==> src/gpw_pkg.sv <==
package gpw_pkg;
  // register indices; byte address is four times the index
  localparam logic [7:0] IDX_PIN_6_4 = 8'hd4;
  localparam logic [7:0] IDX_PIN_6_5 = 8'hd5;
  localparam logic [7:0] IDX_PIN_6_6 = 8'hd6;
  localparam logic [7:0] IDX_PIN_6_7 = 8'hd7;
  localparam logic [7:0] IDX_COMB_TWO = 8'hef;
  localparam logic [7:0] IDX_COMB_ONE = 8'hf0;
  localparam logic [7:0] IDX_WDT_UNIT = 8'hf1;
  localparam logic [7:0] IDX_WATCHDOG_TIMEOUT_VALUE = 8'hf2;
  localparam logic [7:0] IDX_WATCHDOG_CONFIGURATION = 8'hf3;
  localparam logic [7:0] IDX_WDT_STATUS = 8'hf4;
  localparam logic [7:0] IDX_RING_SEL = 8'hf5;
  localparam logic [7:0] IDX_PIN_DATA = 8'hfa;
  localparam logic [7:0] IDX_ACTIVATE = 8'h30;
  // pin configuration fields
  localparam int PC_DIR = 0;
  localparam int PC_POL = 1;
  localparam int PC_FUNC_LO = 3;
  localparam int PC_GRP = 5;
  localparam int PC_OD = 7;
  localparam logic [7:0] PIN_CFG_RST = 8'h01;
  localparam logic [7:0] PIN_CFG_MASK = 8'hbb;
  localparam logic [1:0] FN_ROM = 2'h0;
  localparam logic [1:0] FN_IRQ = 2'h1;
  localparam logic [1:0] FN_GPIO = 2'h2;
  localparam logic [1:0] FN_ALT = 2'h3;
  // combined interrupt fields
  localparam int CI_FILT = 3;
  localparam int CI_ROUTE_LO = 4;
  localparam logic [7:0] CI_RST = 8'h00;
  localparam logic [7:0] CI_MASK = 8'hf8;
  localparam logic [3:0] CI_OFF = 4'h0;
  localparam logic [3:0] CI_INVALID = 4'h2;
  // watchdog, ring select and activate fields
  localparam int WU_SECONDS = 7;
  localparam logic [7:0] WU_MASK = 8'h80;
  localparam logic [7:0] WDT_RST = 8'h00;
  localparam int WATCHDOG_CONFIGURATION_KEEP = 1;
  localparam int RING_KBC_SEL = 7;
  localparam int ACT_BIT = 0;
  // irq numbers taken by each pin in its irq function
  localparam logic [3:0] PIN_IRQ_NUM [4] = '{4'h6, 4'h7, 4'h8, 4'ha};
  // timing
  localparam int CLK_HZ = 25_000_000;
  localparam int SECOND_S = 1;
  localparam int SECOND_CYCLES = CLK_HZ * SECOND_S;
  localparam int MINUTE_S = 60;
endpackage

==> src/gpw_pin_cell.sv <==
module gpw_pin_cell
  import gpw_pkg::*;
#(
  parameter bit HAS_ALT = 1'b0
) (
  // clock and reset
  input wire logic pclk,
  input wire logic presetn,
  // pad side
  input wire logic pad_in,
  // configuration and sources
  input wire logic [7:0] cfg,
  input wire logic gp_data,
  input wire logic rom_out,
  input wire logic rom_oe,
  input wire logic alt_out,
  // results
  output logic pad_out_next,
  output logic pad_oe_next,
  output logic level,
  output logic grp_req
);
  logic [2:0] sync_reg;
  logic level_reg;
  logic [1:0] func;
  logic drive;
  logic value;

  // three-stage capture of the pad
  always_ff @(posedge pclk or negedge presetn) begin
    if (!presetn) begin
      sync_reg <= 3'h0;
    end else begin
      sync_reg <= {sync_reg[1:0], pad_in};
    end
  end

  // level moves once the last two stages agree
  always_ff @(posedge pclk or negedge presetn) begin
    if (!presetn) begin
      level_reg <= 1'b0;
    end else if (sync_reg[1] == sync_reg[2]) begin
      level_reg <= sync_reg[2];
    end
  end

  assign func = cfg[PC_FUNC_LO +: 2];
  assign level = level_reg ^ cfg[PC_POL];
  assign grp_req = level & cfg[PC_GRP];

  // function mux picks drive source
  always_comb begin
    drive = 1'b0;
    value = 1'b0;
    unique case (func)
      FN_ROM: begin
        drive = rom_oe;
        value = rom_out;
      end
      FN_IRQ: begin
        drive = 1'b0;
      end
      FN_GPIO: begin
        drive = ~cfg[PC_DIR];
        value = gp_data;
      end
      FN_ALT: begin
        drive = HAS_ALT & ~cfg[PC_DIR];
        value = alt_out;
      end
    endcase
  end

  always_comb begin
    pad_out_next = 1'b0;
    pad_oe_next = 1'b0;
    if (drive) begin
      if (cfg[PC_OD]) begin
        pad_oe_next = ~(value ^ cfg[PC_POL]);
      end else begin
        pad_out_next = value ^ cfg[PC_POL];
        pad_oe_next = 1'b1;
      end
    end
  end
endmodule

==> src/gpw_top.sv <==
// What this block does
// - config bit 0 sets pin direction, one is input, zero is output.
// - config bit 1 inverts the pin value both ways when set.
// - pin 6.4 code 11 uses ring select bit 7 between two port pins.
// - pin 6.6 codes are rom data 6, irq8, gpio, reserved.
// - pin 6.7 codes are rom data 7, irq10, gpio, reserved.
// - config bit 5 adds the pin to the second combined interrupt.
// - config bit 7 picks open drain; bits 2 and 6 reserved.
// - pin config registers load 0x01 on battery power-on reset.
// - combined two bit 3 enables debounce; bits 2:0 read zero.
// - routing field 7:4 gives irq number, zero disables, 0010 invalid.
// - combined one register shares the combined two layout.
// - both combined registers load 0x00 on battery power-on reset.
// - group one feeds combined one; groups five and six feed combined two.
// - unit register bit 7 selects seconds, zero selects minutes.
// - unit and timeout registers clear on main reset or bus reset.
// - timeout value counts 1 to 255 units; zero disables.
// - watchdog does nothing while the logical device is not activated.
// - status bit goes one on timeout and reads zero while counting; here it stays one until a status write clears it.
// - config register clears fully on standby reset; bit 1 survives main reset.
//
// Chosen here: the APB interface to the registers.
module gpw_top
  import gpw_pkg::*;
#(
  parameter int SEC_CYCLES = SECOND_CYCLES,
  parameter int DEBOUNCE_CYCLES = 16
) (
  // clock and main reset
  input wire logic pclk,
  input wire logic presetn,
  // power-on reset requests from other supplies
  input wire logic battery_por_req,
  input wire logic standby_por_req,
  // apb slave
  input wire logic psel,
  input wire logic penable,
  input wire logic pwrite,
  input wire logic [11:0] paddr,
  input wire logic [31:0] pwdata,
  output logic [31:0] prdata,
  output logic pready,
  output logic pslverr,
  // pins
  input wire logic [3:0] pin_in,
  output logic [3:0] pin_out,
  output logic [3:0] pin_oe,
  // rom data bus function
  input wire logic [3:0] rom_data_out,
  input wire logic rom_data_oe,
  output logic [3:0] rom_data_in,
  // keyboard controller port pins
  input wire logic kbc_port1_bit7_out,
  input wire logic kbc_port1_bit2_out,
  output logic kbc_port1_bit7_in,
  output logic kbc_port1_bit2_in,
  // other group requests
  input wire logic group_one_req,
  input wire logic group_five_req,
  input wire logic group_six_low_req,
  // interrupt lines
  output logic [15:0] isa_irq,
  output logic combined_irq_one_line,
  output logic combined_irq_two_line,
  // watchdog
  output logic wdt_timeout,
  output logic wdt_timed_out
);
  localparam int DBW = $clog2(DEBOUNCE_CYCLES + 1);
  localparam int SCW = $clog2(SEC_CYCLES + 1);
  localparam logic [DBW-1:0] DB_LAST = DBW'(DEBOUNCE_CYCLES - 1);
  localparam logic [SCW-1:0] SC_LAST = SCW'(SEC_CYCLES - 1);
  localparam logic [5:0] MIN_LAST = 6'(MINUTE_S - 1);

  logic [7:0] pin_cfg_reg [4];
  logic [7:0] comb_reg [2];
  logic [7:0] wdt_unit_reg;
  logic [7:0] watchdog_timeout_value_reg;
  logic [7:0] watchdog_configuration_reg;
  logic watchdog_configuration_keep_reg;
  logic [7:0] ring_sel_reg;
  logic [3:0] gp_data_reg;
  logic active_reg;
  logic [2:0] rst_sync_reg [2];
  logic [1:0] rst_req_reg;
  logic [7:0] rd_next;
  logic [7:0] idx;
  logic hit;
  logic wr_en;
  logic rd_en;
  logic [3:0] pad_out_next;
  logic [3:0] pad_oe_next;
  logic [3:0] level;
  logic [3:0] grp_req;
  logic [3:0] alt_out;
  logic [1:0] comb_raw;
  logic [1:0] comb_filt_reg;
  logic [DBW-1:0] db_cnt_reg [2];
  logic [1:0] comb_out;
  logic [15:0] isa_irq_next;
  logic [SCW-1:0] sec_cnt_reg;
  logic [5:0] min_cnt_reg;
  logic sec_tick;
  logic unit_tick;
  logic [7:0] wdt_cnt_reg;
  logic expire;
  logic battery_rst;
  logic standby_rst;

  // apb decode: word aligned, index in bits 9:2
  assign idx = paddr[9:2];
  assign wr_en = psel & penable & pwrite & pready & hit; // refused addresses never write
  assign rd_en = psel & ~penable & ~pwrite;
  assign battery_rst = rst_req_reg[0];
  assign standby_rst = rst_req_reg[1];

  // address hit for mapped words
  always_comb begin
    hit = 1'b0;
    if (paddr[11:10] == 2'h0 && paddr[1:0] == 2'h0) begin
      unique case (idx)
        IDX_PIN_6_4, IDX_PIN_6_5, IDX_PIN_6_6, IDX_PIN_6_7: hit = 1'b1;
        IDX_COMB_TWO, IDX_COMB_ONE, IDX_WDT_UNIT, IDX_WATCHDOG_TIMEOUT_VALUE: hit = 1'b1;
        IDX_WATCHDOG_CONFIGURATION, IDX_WDT_STATUS, IDX_RING_SEL: hit = 1'b1;
        IDX_PIN_DATA, IDX_ACTIVATE: hit = 1'b1;
        default: hit = 1'b0;
      endcase
    end
  end

  // zero wait state answer in the first access cycle
  always_ff @(posedge pclk or negedge presetn) begin
    if (!presetn) begin
      pready <= 1'b0;
      pslverr <= 1'b0;
    end else begin
      pready <= psel & ~penable;
      pslverr <= psel & ~penable & ~hit;
    end
  end

  // read data captured in the setup cycle
  always_ff @(posedge pclk or negedge presetn) begin
    if (!presetn) begin
      prdata <= 32'h0;
    end else if (psel & ~penable) begin
      prdata <= (rd_en && hit) ? {24'h0, rd_next} : 32'h0;
    end
  end

  // read mux, reserved bits read zero
  always_comb begin
    rd_next = 8'h0;
    unique case (idx)
      IDX_PIN_6_4: rd_next = pin_cfg_reg[0];
      IDX_PIN_6_5: rd_next = pin_cfg_reg[1];
      IDX_PIN_6_6: rd_next = pin_cfg_reg[2];
      IDX_PIN_6_7: rd_next = pin_cfg_reg[3];
      IDX_COMB_TWO: rd_next = comb_reg[1];
      IDX_COMB_ONE: rd_next = comb_reg[0];
      IDX_WDT_UNIT: rd_next = wdt_unit_reg;
      IDX_WATCHDOG_TIMEOUT_VALUE: rd_next = watchdog_timeout_value_reg;
      IDX_WATCHDOG_CONFIGURATION: rd_next = {watchdog_configuration_reg[7:2], watchdog_configuration_keep_reg, watchdog_configuration_reg[0]};
      IDX_WDT_STATUS: rd_next = {7'h0, wdt_timed_out};
      IDX_RING_SEL: rd_next = ring_sel_reg;
      IDX_PIN_DATA: rd_next = {level, 4'h0};
      IDX_ACTIVATE: rd_next = {7'h0, active_reg};
      default: rd_next = 8'h0;
    endcase
  end

  // capture of the battery and standby reset requests
  always_ff @(posedge pclk or negedge presetn) begin
    if (!presetn) begin
      rst_sync_reg[0] <= 3'h0;
      rst_sync_reg[1] <= 3'h0;
      rst_req_reg <= 2'h0;
    end else begin
      rst_sync_reg[0] <= {rst_sync_reg[0][1:0], battery_por_req};
      rst_sync_reg[1] <= {rst_sync_reg[1][1:0], standby_por_req};
      for (int i = 0; i < 2; i++) begin
        if (rst_sync_reg[i][1] == rst_sync_reg[i][2]) begin
          rst_req_reg[i] <= rst_sync_reg[i][2];
        end
      end
    end
  end

  // battery-backed pin and combined registers
  always_ff @(posedge pclk) begin
    if (battery_rst) begin
      for (int i = 0; i < 4; i++) begin
        pin_cfg_reg[i] <= PIN_CFG_RST;
      end
      comb_reg[0] <= CI_RST;
      comb_reg[1] <= CI_RST;
    end else if (wr_en) begin
      for (int i = 0; i < 4; i++) begin
        if (idx == IDX_PIN_6_4 + 8'(i)) begin
          pin_cfg_reg[i] <= pwdata[7:0] & PIN_CFG_MASK;
        end
      end
      if (idx == IDX_COMB_TWO) begin
        comb_reg[1] <= pwdata[7:0] & CI_MASK;
      end
      if (idx == IDX_COMB_ONE) begin
        comb_reg[0] <= pwdata[7:0] & CI_MASK;
      end
    end
  end

  // bit 1 cleared by standby reset only
  always_ff @(posedge pclk) begin
    if (standby_rst) begin
      watchdog_configuration_keep_reg <= 1'b0;
    end else if (wr_en && idx == IDX_WATCHDOG_CONFIGURATION) begin
      watchdog_configuration_keep_reg <= pwdata[WATCHDOG_CONFIGURATION_KEEP];
    end
  end

  // main-reset registers
  always_ff @(posedge pclk or negedge presetn) begin
    if (!presetn) begin
      wdt_unit_reg <= WDT_RST;
      watchdog_timeout_value_reg <= WDT_RST;
      watchdog_configuration_reg <= WDT_RST;
      ring_sel_reg <= 8'h0;
      gp_data_reg <= 4'h0;
      active_reg <= 1'b0;
    end else if (standby_rst) begin
      watchdog_configuration_reg <= WDT_RST;
    end else if (wr_en) begin
      unique case (idx)
        // only the unit bit is kept
        IDX_WDT_UNIT: wdt_unit_reg <= pwdata[7:0] & WU_MASK;
        IDX_WATCHDOG_TIMEOUT_VALUE: watchdog_timeout_value_reg <= pwdata[7:0];
        IDX_WATCHDOG_CONFIGURATION: watchdog_configuration_reg <= pwdata[7:0];
        IDX_RING_SEL: ring_sel_reg <= pwdata[7:0];
        IDX_PIN_DATA: gp_data_reg <= pwdata[7:4];
        IDX_ACTIVATE: active_reg <= pwdata[ACT_BIT];
        default: active_reg <= active_reg;
      endcase
    end
  end

  // ring select bit 7 picks the port pin
  assign alt_out[0] = ring_sel_reg[RING_KBC_SEL] ? kbc_port1_bit2_out : kbc_port1_bit7_out;
  assign alt_out[3:1] = 3'h7;

  // one cell per pin; only pin 6.4 owns the keyboard function
  for (genvar g = 0; g < 4; g++) begin : g_pin
    gpw_pin_cell #(
      .HAS_ALT(g == 0)
    ) u_cell (
      .pclk(pclk),
      .presetn(presetn),
      .pad_in(pin_in[g]),
      .cfg(pin_cfg_reg[g]),
      .gp_data(gp_data_reg[g]),
      .rom_out(rom_data_out[g]),
      .rom_oe(rom_data_oe),
      .alt_out(alt_out[g]),
      .pad_out_next(pad_out_next[g]),
      .pad_oe_next(pad_oe_next[g]),
      .level(level[g]),
      .grp_req(grp_req[g])
    );
  end

  // pad and function outputs registered
  always_ff @(posedge pclk or negedge presetn) begin
    if (!presetn) begin
      pin_out <= 4'h0;
      pin_oe <= 4'h0;
      rom_data_in <= 4'h0;
      kbc_port1_bit7_in <= 1'b1;
      kbc_port1_bit2_in <= 1'b1;
    end else begin
      pin_out <= pad_out_next;
      pin_oe <= pad_oe_next;
      rom_data_in <= level;
      // selected port pin sees the pad
      kbc_port1_bit7_in <= (pin_cfg_reg[0][PC_FUNC_LO +: 2] == FN_ALT &&
                            !ring_sel_reg[RING_KBC_SEL]) ? level[0] : 1'b1;
      kbc_port1_bit2_in <= (pin_cfg_reg[0][PC_FUNC_LO +: 2] == FN_ALT &&
                            ring_sel_reg[RING_KBC_SEL]) ? level[0] : 1'b1;
    end
  end

  // group sources of each combined request
  assign comb_raw[0] = group_one_req;
  assign comb_raw[1] = (|grp_req) | group_five_req | group_six_low_req;

  // debounce: follow the raw level after it has held steady
  always_ff @(posedge pclk or negedge presetn) begin
    if (!presetn) begin
      comb_filt_reg <= 2'h0;
      db_cnt_reg[0] <= '0;
      db_cnt_reg[1] <= '0;
    end else begin
      for (int i = 0; i < 2; i++) begin
        if (comb_raw[i] == comb_filt_reg[i]) begin
          db_cnt_reg[i] <= '0;
        end else if (db_cnt_reg[i] == DB_LAST) begin
          comb_filt_reg[i] <= comb_raw[i];
          db_cnt_reg[i] <= '0;
        end else begin
          db_cnt_reg[i] <= db_cnt_reg[i] + 1'b1;
        end
      end
    end
  end

  assign comb_out[0] = comb_reg[0][CI_FILT] ? comb_filt_reg[0] : comb_raw[0];
  assign comb_out[1] = comb_reg[1][CI_FILT] ? comb_filt_reg[1] : comb_raw[1];

  // irq line merge from pin functions and combined routing
  always_comb begin
    isa_irq_next = 16'h0;
    for (int i = 0; i < 4; i++) begin
      if (pin_cfg_reg[i][PC_FUNC_LO +: 2] == FN_IRQ) begin
        isa_irq_next[PIN_IRQ_NUM[i]] = isa_irq_next[PIN_IRQ_NUM[i]] | level[i];
      end
    end
    for (int k = 0; k < 2; k++) begin
      // routing code, off and invalid drive nothing
      if (comb_reg[k][CI_ROUTE_LO +: 4] != CI_OFF &&
          comb_reg[k][CI_ROUTE_LO +: 4] != CI_INVALID) begin
        isa_irq_next[comb_reg[k][CI_ROUTE_LO +: 4]] =
          isa_irq_next[comb_reg[k][CI_ROUTE_LO +: 4]] | comb_out[k];
      end
    end
  end

  // interrupt outputs registered
  always_ff @(posedge pclk or negedge presetn) begin
    if (!presetn) begin
      isa_irq <= 16'h0;
      combined_irq_one_line <= 1'b0;
      combined_irq_two_line <= 1'b0;
    end else begin
      isa_irq <= isa_irq_next;
      combined_irq_one_line <= comb_out[0];
      combined_irq_two_line <= comb_out[1];
    end
  end

  // prescaler held while not activated; restarted by value writes
  always_ff @(posedge pclk or negedge presetn) begin
    if (!presetn) begin
      sec_cnt_reg <= '0;
      min_cnt_reg <= 6'h0;
    end else if (!active_reg || (wr_en && idx == IDX_WATCHDOG_TIMEOUT_VALUE)) begin
      sec_cnt_reg <= '0;
      min_cnt_reg <= 6'h0;
    end else if (sec_tick) begin
      sec_cnt_reg <= '0;
      min_cnt_reg <= (min_cnt_reg == MIN_LAST) ? 6'h0 : min_cnt_reg + 6'h1;
    end else begin
      sec_cnt_reg <= sec_cnt_reg + 1'b1;
    end
  end

  assign sec_tick = active_reg && sec_cnt_reg == SC_LAST;
  // unit is one second or sixty of them
  assign unit_tick = wdt_unit_reg[WU_SECONDS] ? sec_tick : (sec_tick && min_cnt_reg == MIN_LAST);
  // reaching zero raises the timeout event
  assign expire = unit_tick && wdt_cnt_reg == 8'h01;

  // countdown loaded by value write, zero stays idle
  always_ff @(posedge pclk or negedge presetn) begin
    if (!presetn) begin
      wdt_cnt_reg <= 8'h0;
    end else if (wr_en && idx == IDX_WATCHDOG_TIMEOUT_VALUE) begin
      wdt_cnt_reg <= pwdata[7:0];
    end else if (unit_tick && wdt_cnt_reg != 8'h0) begin
      wdt_cnt_reg <= wdt_cnt_reg - 8'h01;
    end
  end

  // sticky status, timeout wins over a clearing write
  always_ff @(posedge pclk or negedge presetn) begin
    if (!presetn) begin
      wdt_timed_out <= 1'b0;
      wdt_timeout <= 1'b0;
    end else begin
      wdt_timeout <= expire;
      if (expire) begin
        wdt_timed_out <= 1'b1;
      end else if (wr_en && idx == IDX_WDT_STATUS) begin
        wdt_timed_out <= pwdata[0];
      end
    end
  end
endmodule

==> config.mk <==
export PLATFORM = sky130hd
export DESIGN_NAME = gpw_top
export DESIGN_NICKNAME = d
export VERILOG_FILES = /design/src/gpw_pkg.sv /design/src/gpw_pin_cell.sv /design/src/gpw_top.sv
export SDC_FILE = /design/constraint.sdc
export NUM_CORES = 1
export LEC_CHECK = 0
export ABC_CLOCK_PERIOD_IN_PS = 4300
export BUFFER_PORTS_ARGS = -buffer_cell sky130_fd_sc_hd__buf_2
export CELL_PAD_IN_SITES_DETAIL_PLACEMENT = 1
export CELL_PAD_IN_SITES_GLOBAL_PLACEMENT = 2
export CORE_ASPECT_RATIO = 1.75
export CORE_MARGIN = 2
export CORE_UTILIZATION = 40
export DETAILED_ROUTE_END_ITERATION = 12
export GPL_ROUTABILITY_DRIVEN = 1
export PLACE_DENSITY = 0.87
export SYNTH_ARGS = -nofsm -noshare
export SYNTH_HDL_FRONTEND = slang
export SYNTH_SLANG_ARGS = --single-unit
export TNS_END_PERCENT = 5
==> constraint.sdc <==
create_clock -name pclk -period 4.3 [get_ports pclk]
set_clock_uncertainty 0.2 [all_clocks]
set_input_delay 0.86 -clock pclk [delete_from_list [all_inputs] [get_ports pclk]]
set_output_delay 0.86 -clock pclk [all_outputs]
set_load 0.05 [all_outputs]
Word-level counts from Yosys, hierarchy flattened
Memories as Yosys holds them, arrays and structs flattened.
Cells that the tools add are included.
{ "totals": {"n_memories": 2, "regBits": 174, "elab_cells": 277, "output_inout_bits": 68, "in_bits": 65, "ram_bits": 34} }
{ "memory_table": {"columns": ["memory", "words", "word_bits", "read_ports", "rd_ports_with_merged_regs", "wr", "line", "rtl"], "rows": [
  ["pin_cfg_reg", 4, 6, 4, 0, 4, "gpw_top.sv:75", "logic [7:0] pin_cfg_reg [4];"],
  ["comb_reg", 2, 5, 2, 0, 2, "gpw_top.sv:76", "logic [7:0] comb_reg [2];"]
]} }
{ "op_classes": {"magnitude_cmp": 4, "eq_ne": 40, "mux": 98, "bitwise": 43, "n_reduce_logical": 46, "addsub": 5} }
{ "op_table": {"columns": ["op", "n"], "rows": [
  ["$pmux 8 s13", 1],
  ["$eq 8x8->1 const B", 12],
  ["$mux 1", 60],
  ["$mux 25", 2],
  ["$mux 8", 6],
  ["$mux 6", 7],
  ["$bwmux 16", 2],
  ["$mux 16", 2],
  ["$mux 5", 6],
  ["$add 25x1->25 const B", 1],
  ["$eq 25x25->1 const B", 1],
  ["$pmux 1 s3", 8],
  ["$eq 2x2->1 const B", 8],
  ["$logic_and 1x1->1", 15],
  ["$reduce_and 3->1", 5],
  ["$not 1->1", 14],
  ["$reduce_or 13->1", 1],
  ["$logic_not 2->1", 6],
  ["$and 1x1->1", 11],
  ["$add 5x1->5 const B", 2],
  ["$eq 5x4->1 const B", 2],
  ["$lt 4x5->1 const B", 2],
  ["$or 1x1->1", 10],
  ["$reduce_bool 2->1", 5],
  ["19 further kinds", 47]
]} }

Longest topological paths before layout
Gate-level depths: netlist of run 1.
An unclocked memory read counts as a cell.
{ "logic_depth": {"depth_word": 13, "mapped_depth": 8} }

By module
Synthesis of run 1 repeated with hierarchy kept, for this count alone.
{ "unflattened": {"cells_unflattened": 838, "hier_area_um2": 9048.7} }
{ "modules_own_cells": {"columns": ["module", "instances", "cells_per_inst", "area_each_um2"], "rows": [
  ["gpw_top", 1, 768, 8225.4],
  ["gpw_pin_cell (g_pin[1].u_cell ...)", 3, 18, 207.7],
  ["gpw_pin_cell (g_pin[0].u_cell)", 1, 16, 200.2]
]} }

Worst setup path before layout of run 1
Ideal clock, no wire load.
{ "synth_timing": {"kind": "in2reg", "start": "input paddr[3]", "end": "register prdata[7]", "required_time_ns": 3.966, "t_arrival_ns": 2.338, "n_path_buf": 2, "slack_ns": 1.628, "setup_time_ns": 0.134, "cell_stages": 7, "path_cell_list": "clkbuf_1 > clkbuf_1 > mux2_2 > a22oi_1 > nor2_1 > a2111oi_0 > o21ai_0"} }
{ "synth_between": {"elab_chain_len": 6, "word_cells_on_any_way": 19, "classes_between": "eq/ne: 13; mux: 4; reduce/logical: 2"} }
{ "synth_rtl": {"columns": ["item", "line", "rtl"], "rows": [
  ["from (decl)", "gpw_top.sv:39", "input wire logic [11:0] paddr,"],
  ["$eq 8x8->1 or $eq 8x6->1 (tied branches)", "gpw_top.sv:121, gpw_top.sv:154", null],
  ["$reduce_or 13->1 (no source line)", null, null],
  ["$mux 1", "gpw_top.sv:121", "unique case (idx)"],
  ["$mux 1", "gpw_top.sv:120", "if (paddr[11:10] == 2'h0 && paddr[1:0] == 2'h0) begin"],
  ["$logic_and 1x1->1", "gpw_top.sv:147", "prdata <= (rd_en && hit) ? {24'h0, rd_next} : 32'h0;"],
  ["$mux 8 (*)", "gpw_top.sv:147", null],
  ["to (signal assigned)", "gpw_top.sv:147", null],
  ["to (decl)", "gpw_top.sv:41", "output logic [31:0] prdata,"]
]} }
Every way passes the cells marked *; elsewhere a longest branch is shown, timed or not.
A chain may end at the register's enable or synchronous reset.

Worst setup path after layout of run 1
Ends and elaborated chain as after synthesis.

==> metrics.md, run 1 <==
| Metric | Value |
|---|---|
| Status | `finished, final reports clean` |
| Worst path bufs/invs | `1` |
| First-pass GRT wire length | `37670 um` |
| Layout cells sized above 1 | `0.1840` |
| Fmax | `347.0 MHz` |
| Fillers | `2408` |
| Final hold viol count | `0` |
| CTS buffer count | `17` |
| Area of the multi-input gates | `3670 um^2` |
| Synth Register Bits | `183` |
| Worst reg2reg endpoint | `wdt_cnt_reg[3]$_DFFE_PN0P_` |
| Top flip-flop cell by instance count after synthesis | `dfrtp_1` |
| Setup Fix Bufs, Post-CTS | `0` |
| Finished Core Util | `0.4637` |
| Placement row count | `71` |
| Peak VDD IR | `0.2400 mV` |
| Post-synth EDFFs | `34` |
| # port buffers | `84` |
| WP data arrival | `2.98 ns` |
| Drt via density | `5.444` |
| Reg2Reg Launch Point | `sec_cnt_reg[0]$_DFF_PN0_` |
| Total vias in the final route | `6560` |
| Cell Pwr Density | `379.3 nW/um^2` |
| Worst slew pin tran | `0.9484 ns` |
| Clk Latency, worst-skew pair | `0.44 ns` |
| Hold WC Path Type | `register to register` |
| Crit Path Max Fanout | `17` |
| Slew Limit Fails | `0` |
| Number of diodes | `0` |
| CP delay by family, top | `compound AO/OA/AOI/OAI gates` |
| First-pass detailed-route iteration total | `4` |
| WS Path Type | `input pin to register` |
| Total Wirelength | `23540 um` |
| Seq. cell area | `4747 um^2` |
| Most common cell after layout, fill and taps aside | `dfrtp_1` |
| WP depth | `6` |
| Fin Hold WS | `0.1567 ns` |
| Hold Path Cell Cnt | `0` |
| Clk Tree Root Cell | `clkbuf_16` |
| Final net count | `971` |
| Setup TNS Final | `0 ns` |
| Slew headroom | `0.3514` |
| ANT nets after route | `0` |
| Clock Tree Buf Depth | `2` |
| Iteration-0 DRC count of the detailed router | `413` |
| Final setup violation count | `0` |
| Wire per inst | `19.54 um` |
| Worst Path Required | `4.39 ns` |
| Core area | `21410 um^2` |
| Pleak | `4.160 nW` |
| Cell depth of the worst flop-to-flop path | `6` |
| Gr ovfl total | `0` |
| Synth area leader | `dfrtp_1` |
| RSZ-0062 raised after global routing | `false` |
| Worst path slowest cell | `a2111oi_0` |
| Die ar. | `22960 um^2` |
| Ranking of synthesized cells by area | `dfrtp_1 42%, edfxtp_1 12%, nor2_1 4.5%` |
| Crit share post-route | `0.6703` |
| Mapped Avg Cell Area | `10.66 um^2` |
| Largest net degree at the start of global routing | `96` |
| Maxcap violations | `0` |
| Post-synthesis sequential area ratio | `0.5464` |
| Syn. warnings | `0` |
| Async SR Flop Fraction | `0.8087` |
| Hold EP | `g_pin[1].u_cell.sync_reg[1]$_DFF_PN0_` |
| Reg2reg setup slack | `1.65 ns` |
| Clock slew at reported path FFs | `0.07 ns` |
| Syn Inst Count | `815` |
| Most frequent cells in the layout | `146 x dfrtp_1, 105 x nor2_1, 83 x buf_2` |
| DP Wirelength | `17820 um` |
| Max H-tree Level | `4` |
| Clock Sinks | `183` |
| Number of flip-flops in the largest register | `25` |
| Initial antenna violation count | `0` |
| Share of the synthesized area in the top cell type | `0.4206` |
| Worst Setup Start Kind | `input pin` |
| Die height | `199.0 um` |
| Synthesized cell area | `8687 um^2` |
| Initial Utilization | `0.4058` |
| CTS tree | `yes` |
| Synth unique cells | `69` |
| Post-cts resize count | `0` |
| # DRC | `0` |
| Slowest stage delay, CP | `0.82 ns` |
| Final min period | `2.882 ns` |
| Area growth syn-to-layout | `14.27%` |
| GP Congestion | `0.8670` |
| Crit-path cells | `buf_2, mux2_2, a22oi_1, nor2_1, a2111oi_0, o21ai_0` |
| Top-Level Pins | `133` |
| Critical Path End Type | `register` |
| Vias in the first global route | `6890` |
| # hold bufs at CTS | `0` |
| Hold Startpoint | `g_pin[1].u_cell.sync_reg[0]$_DFF_PN0_` |
| Die Span X | `115.4 um` |
| GRT Total Usage | `0.2172` |
==> final cells by class <==
class                   count  share of cell area
flip-flops and latches    183              0.4782
multi-input cells         587              0.3697
repair buffers             94             0.05180
clock buffers              18             0.04323
well taps                 292             0.03680
clock inverters            14             0.01386
inverters                  17            0.006428
==> cell families after synthesis <==
logic type	after synthesis	share of synthesized area
other	1	0.0004317
DFF	183	0.5464
AOI/OAI and AO/OA	112	0.08469
and+or+nand+nor	351	0.2119
xor gates and xnor gates	40	0.04033
adders and majority gates	12	0.01556
muxes	46	0.05876
buffers and inverters	70	0.04191
==> worst max-delay path by stage <==
stage              start                           to  slack [ns]
3_3_place_gp    paddr[3]        prdata[7]$_DFFE_PN0P_        1.05
3_5_place_dp    paddr[3]        prdata[7]$_DFFE_PN0P_        1.04
2_1_floorplan   paddr[3]        prdata[7]$_DFFE_PN0P_        1.63
6_report        paddr[3]        prdata[7]$_DFFE_PN0P_        1.42
5_1_grt        paddr[11]  ring_sel_reg[7]$_DFFE_PN0P_        1.37
4_1_cts         paddr[3]        prdata[7]$_DFFE_PN0P_        1.52
==> where the power goes <==
| part | total [W] | switching [W] | internal, W |
|---|---|---|---|
| clock | 0.00150 | 0.000728 | 0.000768 |
| sequential | 0.00188 | 0.0000554 | 0.00183 |
| combinational | 0.000388 | 0.000291 | 0.0000970 |
==> cells in the mapped netlist, types with 4 or more instances <==
library cell / number
a31oi_1: 6
nor2b_1: 7
and3_1: 8
maj3_1: 6
and4_1: 5
inv_1: 17
nor3b_1: 9
xnor2_1: 25
nor2_1: 105
edfxtp_1: 34
clkbuf_1: 24
nand2_1: 55
nor3_1: 19
dfrtp_1: 146
ha_1: 6
nand4_1: 13
a21o_1: 4
o21ai_0: 21
a22o_1: 6
xor2_1: 15
nor4_1: 16
or4_1: 8
a22oi_1: 9
a21oi_1: 33
mux2_2: 30
nand4b_1: 4
o31ai_1: 5
buf_4: 24
nand3_1: 36
nand3b_1: 7
nand2b_1: 21
mux2i_1: 15
and2_1: 10
or3_1: 12
==> layer usage <==
layer / global-route usage / routed length, um / up-vias
met2: 0.4063 / 13270 / 150
li1: - / - / 3038
met1: 0.2204 / 8359 / 3319
met5: 0 / 0 / -
met3: 0.03687 / 687 / 53
met4: 0.1267 / 1223 / 0
==> stage by stage <==
stage	setup WS (ns)	cell area, um^2	total power [W]	instances
CTS	1.516	9927	0.003818	1205
global route	1.372	9927	0.003927	1205
global placement	1.052	9360	0.002301	1173
detailed placement	1.043	9360	0.002307	1173
floorplan	1.628	8781	0.002160	840
finish	1.418	9927	0.003766	1205
Power figures use the tool's default switching activity.
==> inputs of run 2 (changes only) <==
ABC_CLOCK_PERIOD_IN_PS = 2500   (was 4300)
CORE_UTILIZATION = 33   (was 40)
PLACE_DENSITY = 0.77   (was 0.87)
clock period = 2.5 ns   (was 4.3 ns; I/O delays follow)
==> metrics.md, run 2 (synthesized netlist as in run 1, its figures left out) <==
| Metric | Value |
|---|---|
| Worst path bufs/invs | `0 (was 1)` |
| Finished Core Util | `0.4228 (was 0.4637)` |
| Fmax | `409.0 MHz` |
| Initial Utilization | `0.3359 (was 0.4058)` |
| CP delay by family, top | `simple AND/OR/NAND/NOR gates (was compound AO/OA/AOI/OAI gates)` |
| Worst slew pin tran | `0.7770 ns (was 0.9484 ns)` |
| Cell Pwr Density | `632.7 nW/um^2 (was 379.3 nW/um^2)` |
| Top-Level Pins | `133 (unchanged)` |
| Total Wirelength | `26140 um (was 23540 um)` |
| Layout cells sized above 1 | `0.2637 (was 0.1840)` |
| Setup slack after layout | `0.05505 ns (was 1.418 ns)` |
| Gr ovfl total | `0 (unchanged)` |
| Peak VDD IR | `0.4652 mV (was 0.2400 mV)` |
| RSZ-0062 raised after global routing | `true (was false)` |
| Worst Path Required | `2.67 ns (was 4.39 ns)` |
| DP Wirelength | `20200 um (was 17820 um)` |
| Slew headroom | `0.4772 (was 0.3514)` |
| Initial antenna violation count | `1 (was 0)` |
| Die Span X | `126.7 um (was 115.4 um)` |
| Wire per inst | `19.73 um (was 19.54 um)` |
| WS Path Type | `register to register (was input pin to register)` |
| GP Congestion | `0.8406 (was 0.8670)` |
| Final min period | `2.445 ns` |
| Clk Tree Root Cell | `clkbuf_16 (unchanged)` |
| Placement row count | `78 (was 71)` |
| GRT Total Usage | `0.1945 (was 0.2172)` |
| GR peak layer | `met2 (unchanged)` |
| Slew Limit Fails | `0 (unchanged)` |
| Worst Setup Start Kind | `register (was input pin)` |
| Crit-path cells | `ha_4, and2_4, nand2_2, or4_4, or4_4, a31oi_2 (was buf_2, mux2_2, a22oi_1, nor2_1, a2111oi_0, o21ai_0)` |
| Crit Path Max Fanout | `7 (was 17)` |
| First-pass GRT wire length | `41040 um (was 37670 um)` |
| Maxcap violations | `0 (unchanged)` |
| # DRC | `0 (unchanged)` |
| CTS buffer count | `17 (unchanged)` |
| Most frequent cells in the layout | `145 x dfrtp_1, 105 x nor2_1, 85 x buf_4 (was 146 x dfrtp_1, 105 x nor2_1, 83 x buf_2)` |
| Area growth syn-to-layout | `25.88% (was 14.27%)` |
| Slowest stage delay, CP | `0.62 ns (was 0.82 ns)` |
| Pleak | `4.685 nW (was 4.160 nW)` |
| Clock Sinks | `183 (unchanged)` |
| Critical Path End Type | `register (unchanged)` |
| Iteration-0 DRC count of the detailed router | `286 (was 413)` |
| Clk Latency, worst-skew pair | `0.45 ns (was 0.44 ns)` |
| CP dominant cell by count | `or4_4` |
| ANT nets after route | `0 (unchanged)` |
| Hold WC Path Type | `input pin to register (was register to register)` |
| CTS tree | `yes (unchanged)` |
| Number of flip-flops in the largest register | `25 (unchanged)` |
| Worst path slowest cell | `or4_4 (was a2111oi_0)` |
| Final net count | `1063 (was 971)` |
| Met2 Usage GRT | `0.3854 (was 0.4063)` |
| Largest net degree at the start of global routing | `47 (was 96)` |
| Setup TNS Final | `0 ns (unchanged)` |
| Final setup violation count | `0 (unchanged)` |
| Vias in the first global route | `7507 (was 6890)` |
| Drt via density | `5.234 (was 5.444)` |
| DP Worst Slack | `-0.2575 ns (was 1.043 ns)` |
| Met1 usage | `0.1791 (was 0.2204)` |
| Die ar. | `27690 um^2 (was 22960 um^2)` |
| Max H-tree Level | `4 (unchanged)` |
| Status | `finished, final reports clean (unchanged)` |
| Met3 Use GR | `0.03256 (was 0.03687)` |
| Clock Tree Buf Depth | `2 (unchanged)` |
| # port buffers | `84 (unchanged)` |
| Final hold viol count | `0 (unchanged)` |
| First-pass detailed-route iteration total | `4 (unchanged)` |
| Clock slew at reported path FFs | `0.07 ns (about the same)` |
| Crit share post-route | `0.9780` |
| Die height | `218.6 um (was 199.0 um)` |
| Total vias in the final route | `6935 (was 6560)` |
| Core area | `25860 um^2 (was 21410 um^2)` |
| Number of diodes | `0 (unchanged)` |
| WP data arrival | `2.61 ns (was 2.98 ns)` |
| Most common cell after layout, fill and taps aside | `dfrtp_1 (unchanged)` |
## run 2: cell count changes in the layout (fill, tap and decap cells not counted), moves of 3 or more
cell           before  now
bufinv_16           0    3
clkbuf_8            0    3
dlygate4sd3_1       0    7
buf_4               9   85
buf_12              1    9
## run 2: power by group
part / switching, W / total [W] / internal [W]
logic: 0.000524 / 0.000736 / 0.000212
clock network: 0.00122 / 0.00295 / 0.00174
registers: 0.0000861 / 0.00323 / 0.00314
## run 2: stage by stage
| stage | cell area, um^2 | power [W] | hold WS [ns] | cells |
|---|---|---|---|---|
| CTS | 10850 | 0.007013 | 0.1167 | 1322 |
| global route | 10940 | 0.007176 | 0.1362 | 1325 |
| detailed placement | 10080 | 0.004024 | 0.1362 | 1279 |
| finish | 10940 | 0.006919 | 0.1375 | 1325 |
| floorplan | 8781 | 0.003715 | 0.004409 | 840 |
| global placement | 10080 | 0.004014 | 0.1321 | 1279 |
## run 2: final timing paths
kind	slack, ns	endpoint	startpoint	cells after the start
worst min-delay path	0.14	comb_filt_reg[0]$_DFFE_PN0P_	group_one_req	2
worst min register to register	0.15	g_pin[1].u_cell.sync_reg[1]$_DFF_PN0_	g_pin[1].u_cell.sync_reg[0]$_DFF_PN0_	0
min in group asynchronous	0.36	db_cnt_reg[6]$_DFF_PN0_	presetn	2
worst max-delay path	0.06	wdt_cnt_reg[7]$_DFFE_PN0P_	sec_cnt_reg[1]$_DFF_PN0_	6
worst max register to register	0.06	wdt_cnt_reg[7]$_DFFE_PN0P_	sec_cnt_reg[1]$_DFF_PN0_	6
max in group asynchronous	1.12	sec_cnt_reg[6]$_DFF_PN0_	presetn	3
## run 2: layout make-up
class / instances / area, um^2
repair buffers: 185 / 1315
flip-flops and latches: 183 / 4748
clock inverters: 10 / 155.1
fillers: 2908 / 14930
well taps: 320 / 400.4
clock buffers: 22 / 495.5
inverters: 17 / 63.81
multi-input cells: 588 / 3757
## run 2: worst register-to-register path: cells and delay by family (launching register included)
| family | cells | cell delay (ns) |
|---|---|---|
| fa+ha+maj | 1 | 0.16 |
| compound gates | 1 | 0.21 |
| flops | 1 | 0.40 |
| simple gates | 4 | 1.38 |
## run 2: repair_timing
action	4_1_cts	5_1_grt
pin swaps	4	4
setup endpoints to repair	1	11
setup buffers	3	3
endpoints found under the hold margin	47	0
gates resized for setup	4	12
gates cloned	1	0
hold buffers	7	0
## run 2: metal layers
| metal | share of wire | up-vias |
|---|---|---|
| met5 | 0 | - |
| met4 | 0.059 | 0 |
| met3 | 0.025 | 62 |
| met2 | 0.59 | 135 |
| met1 | 0.33 | 3526 |
| li1 | - | 3212 |
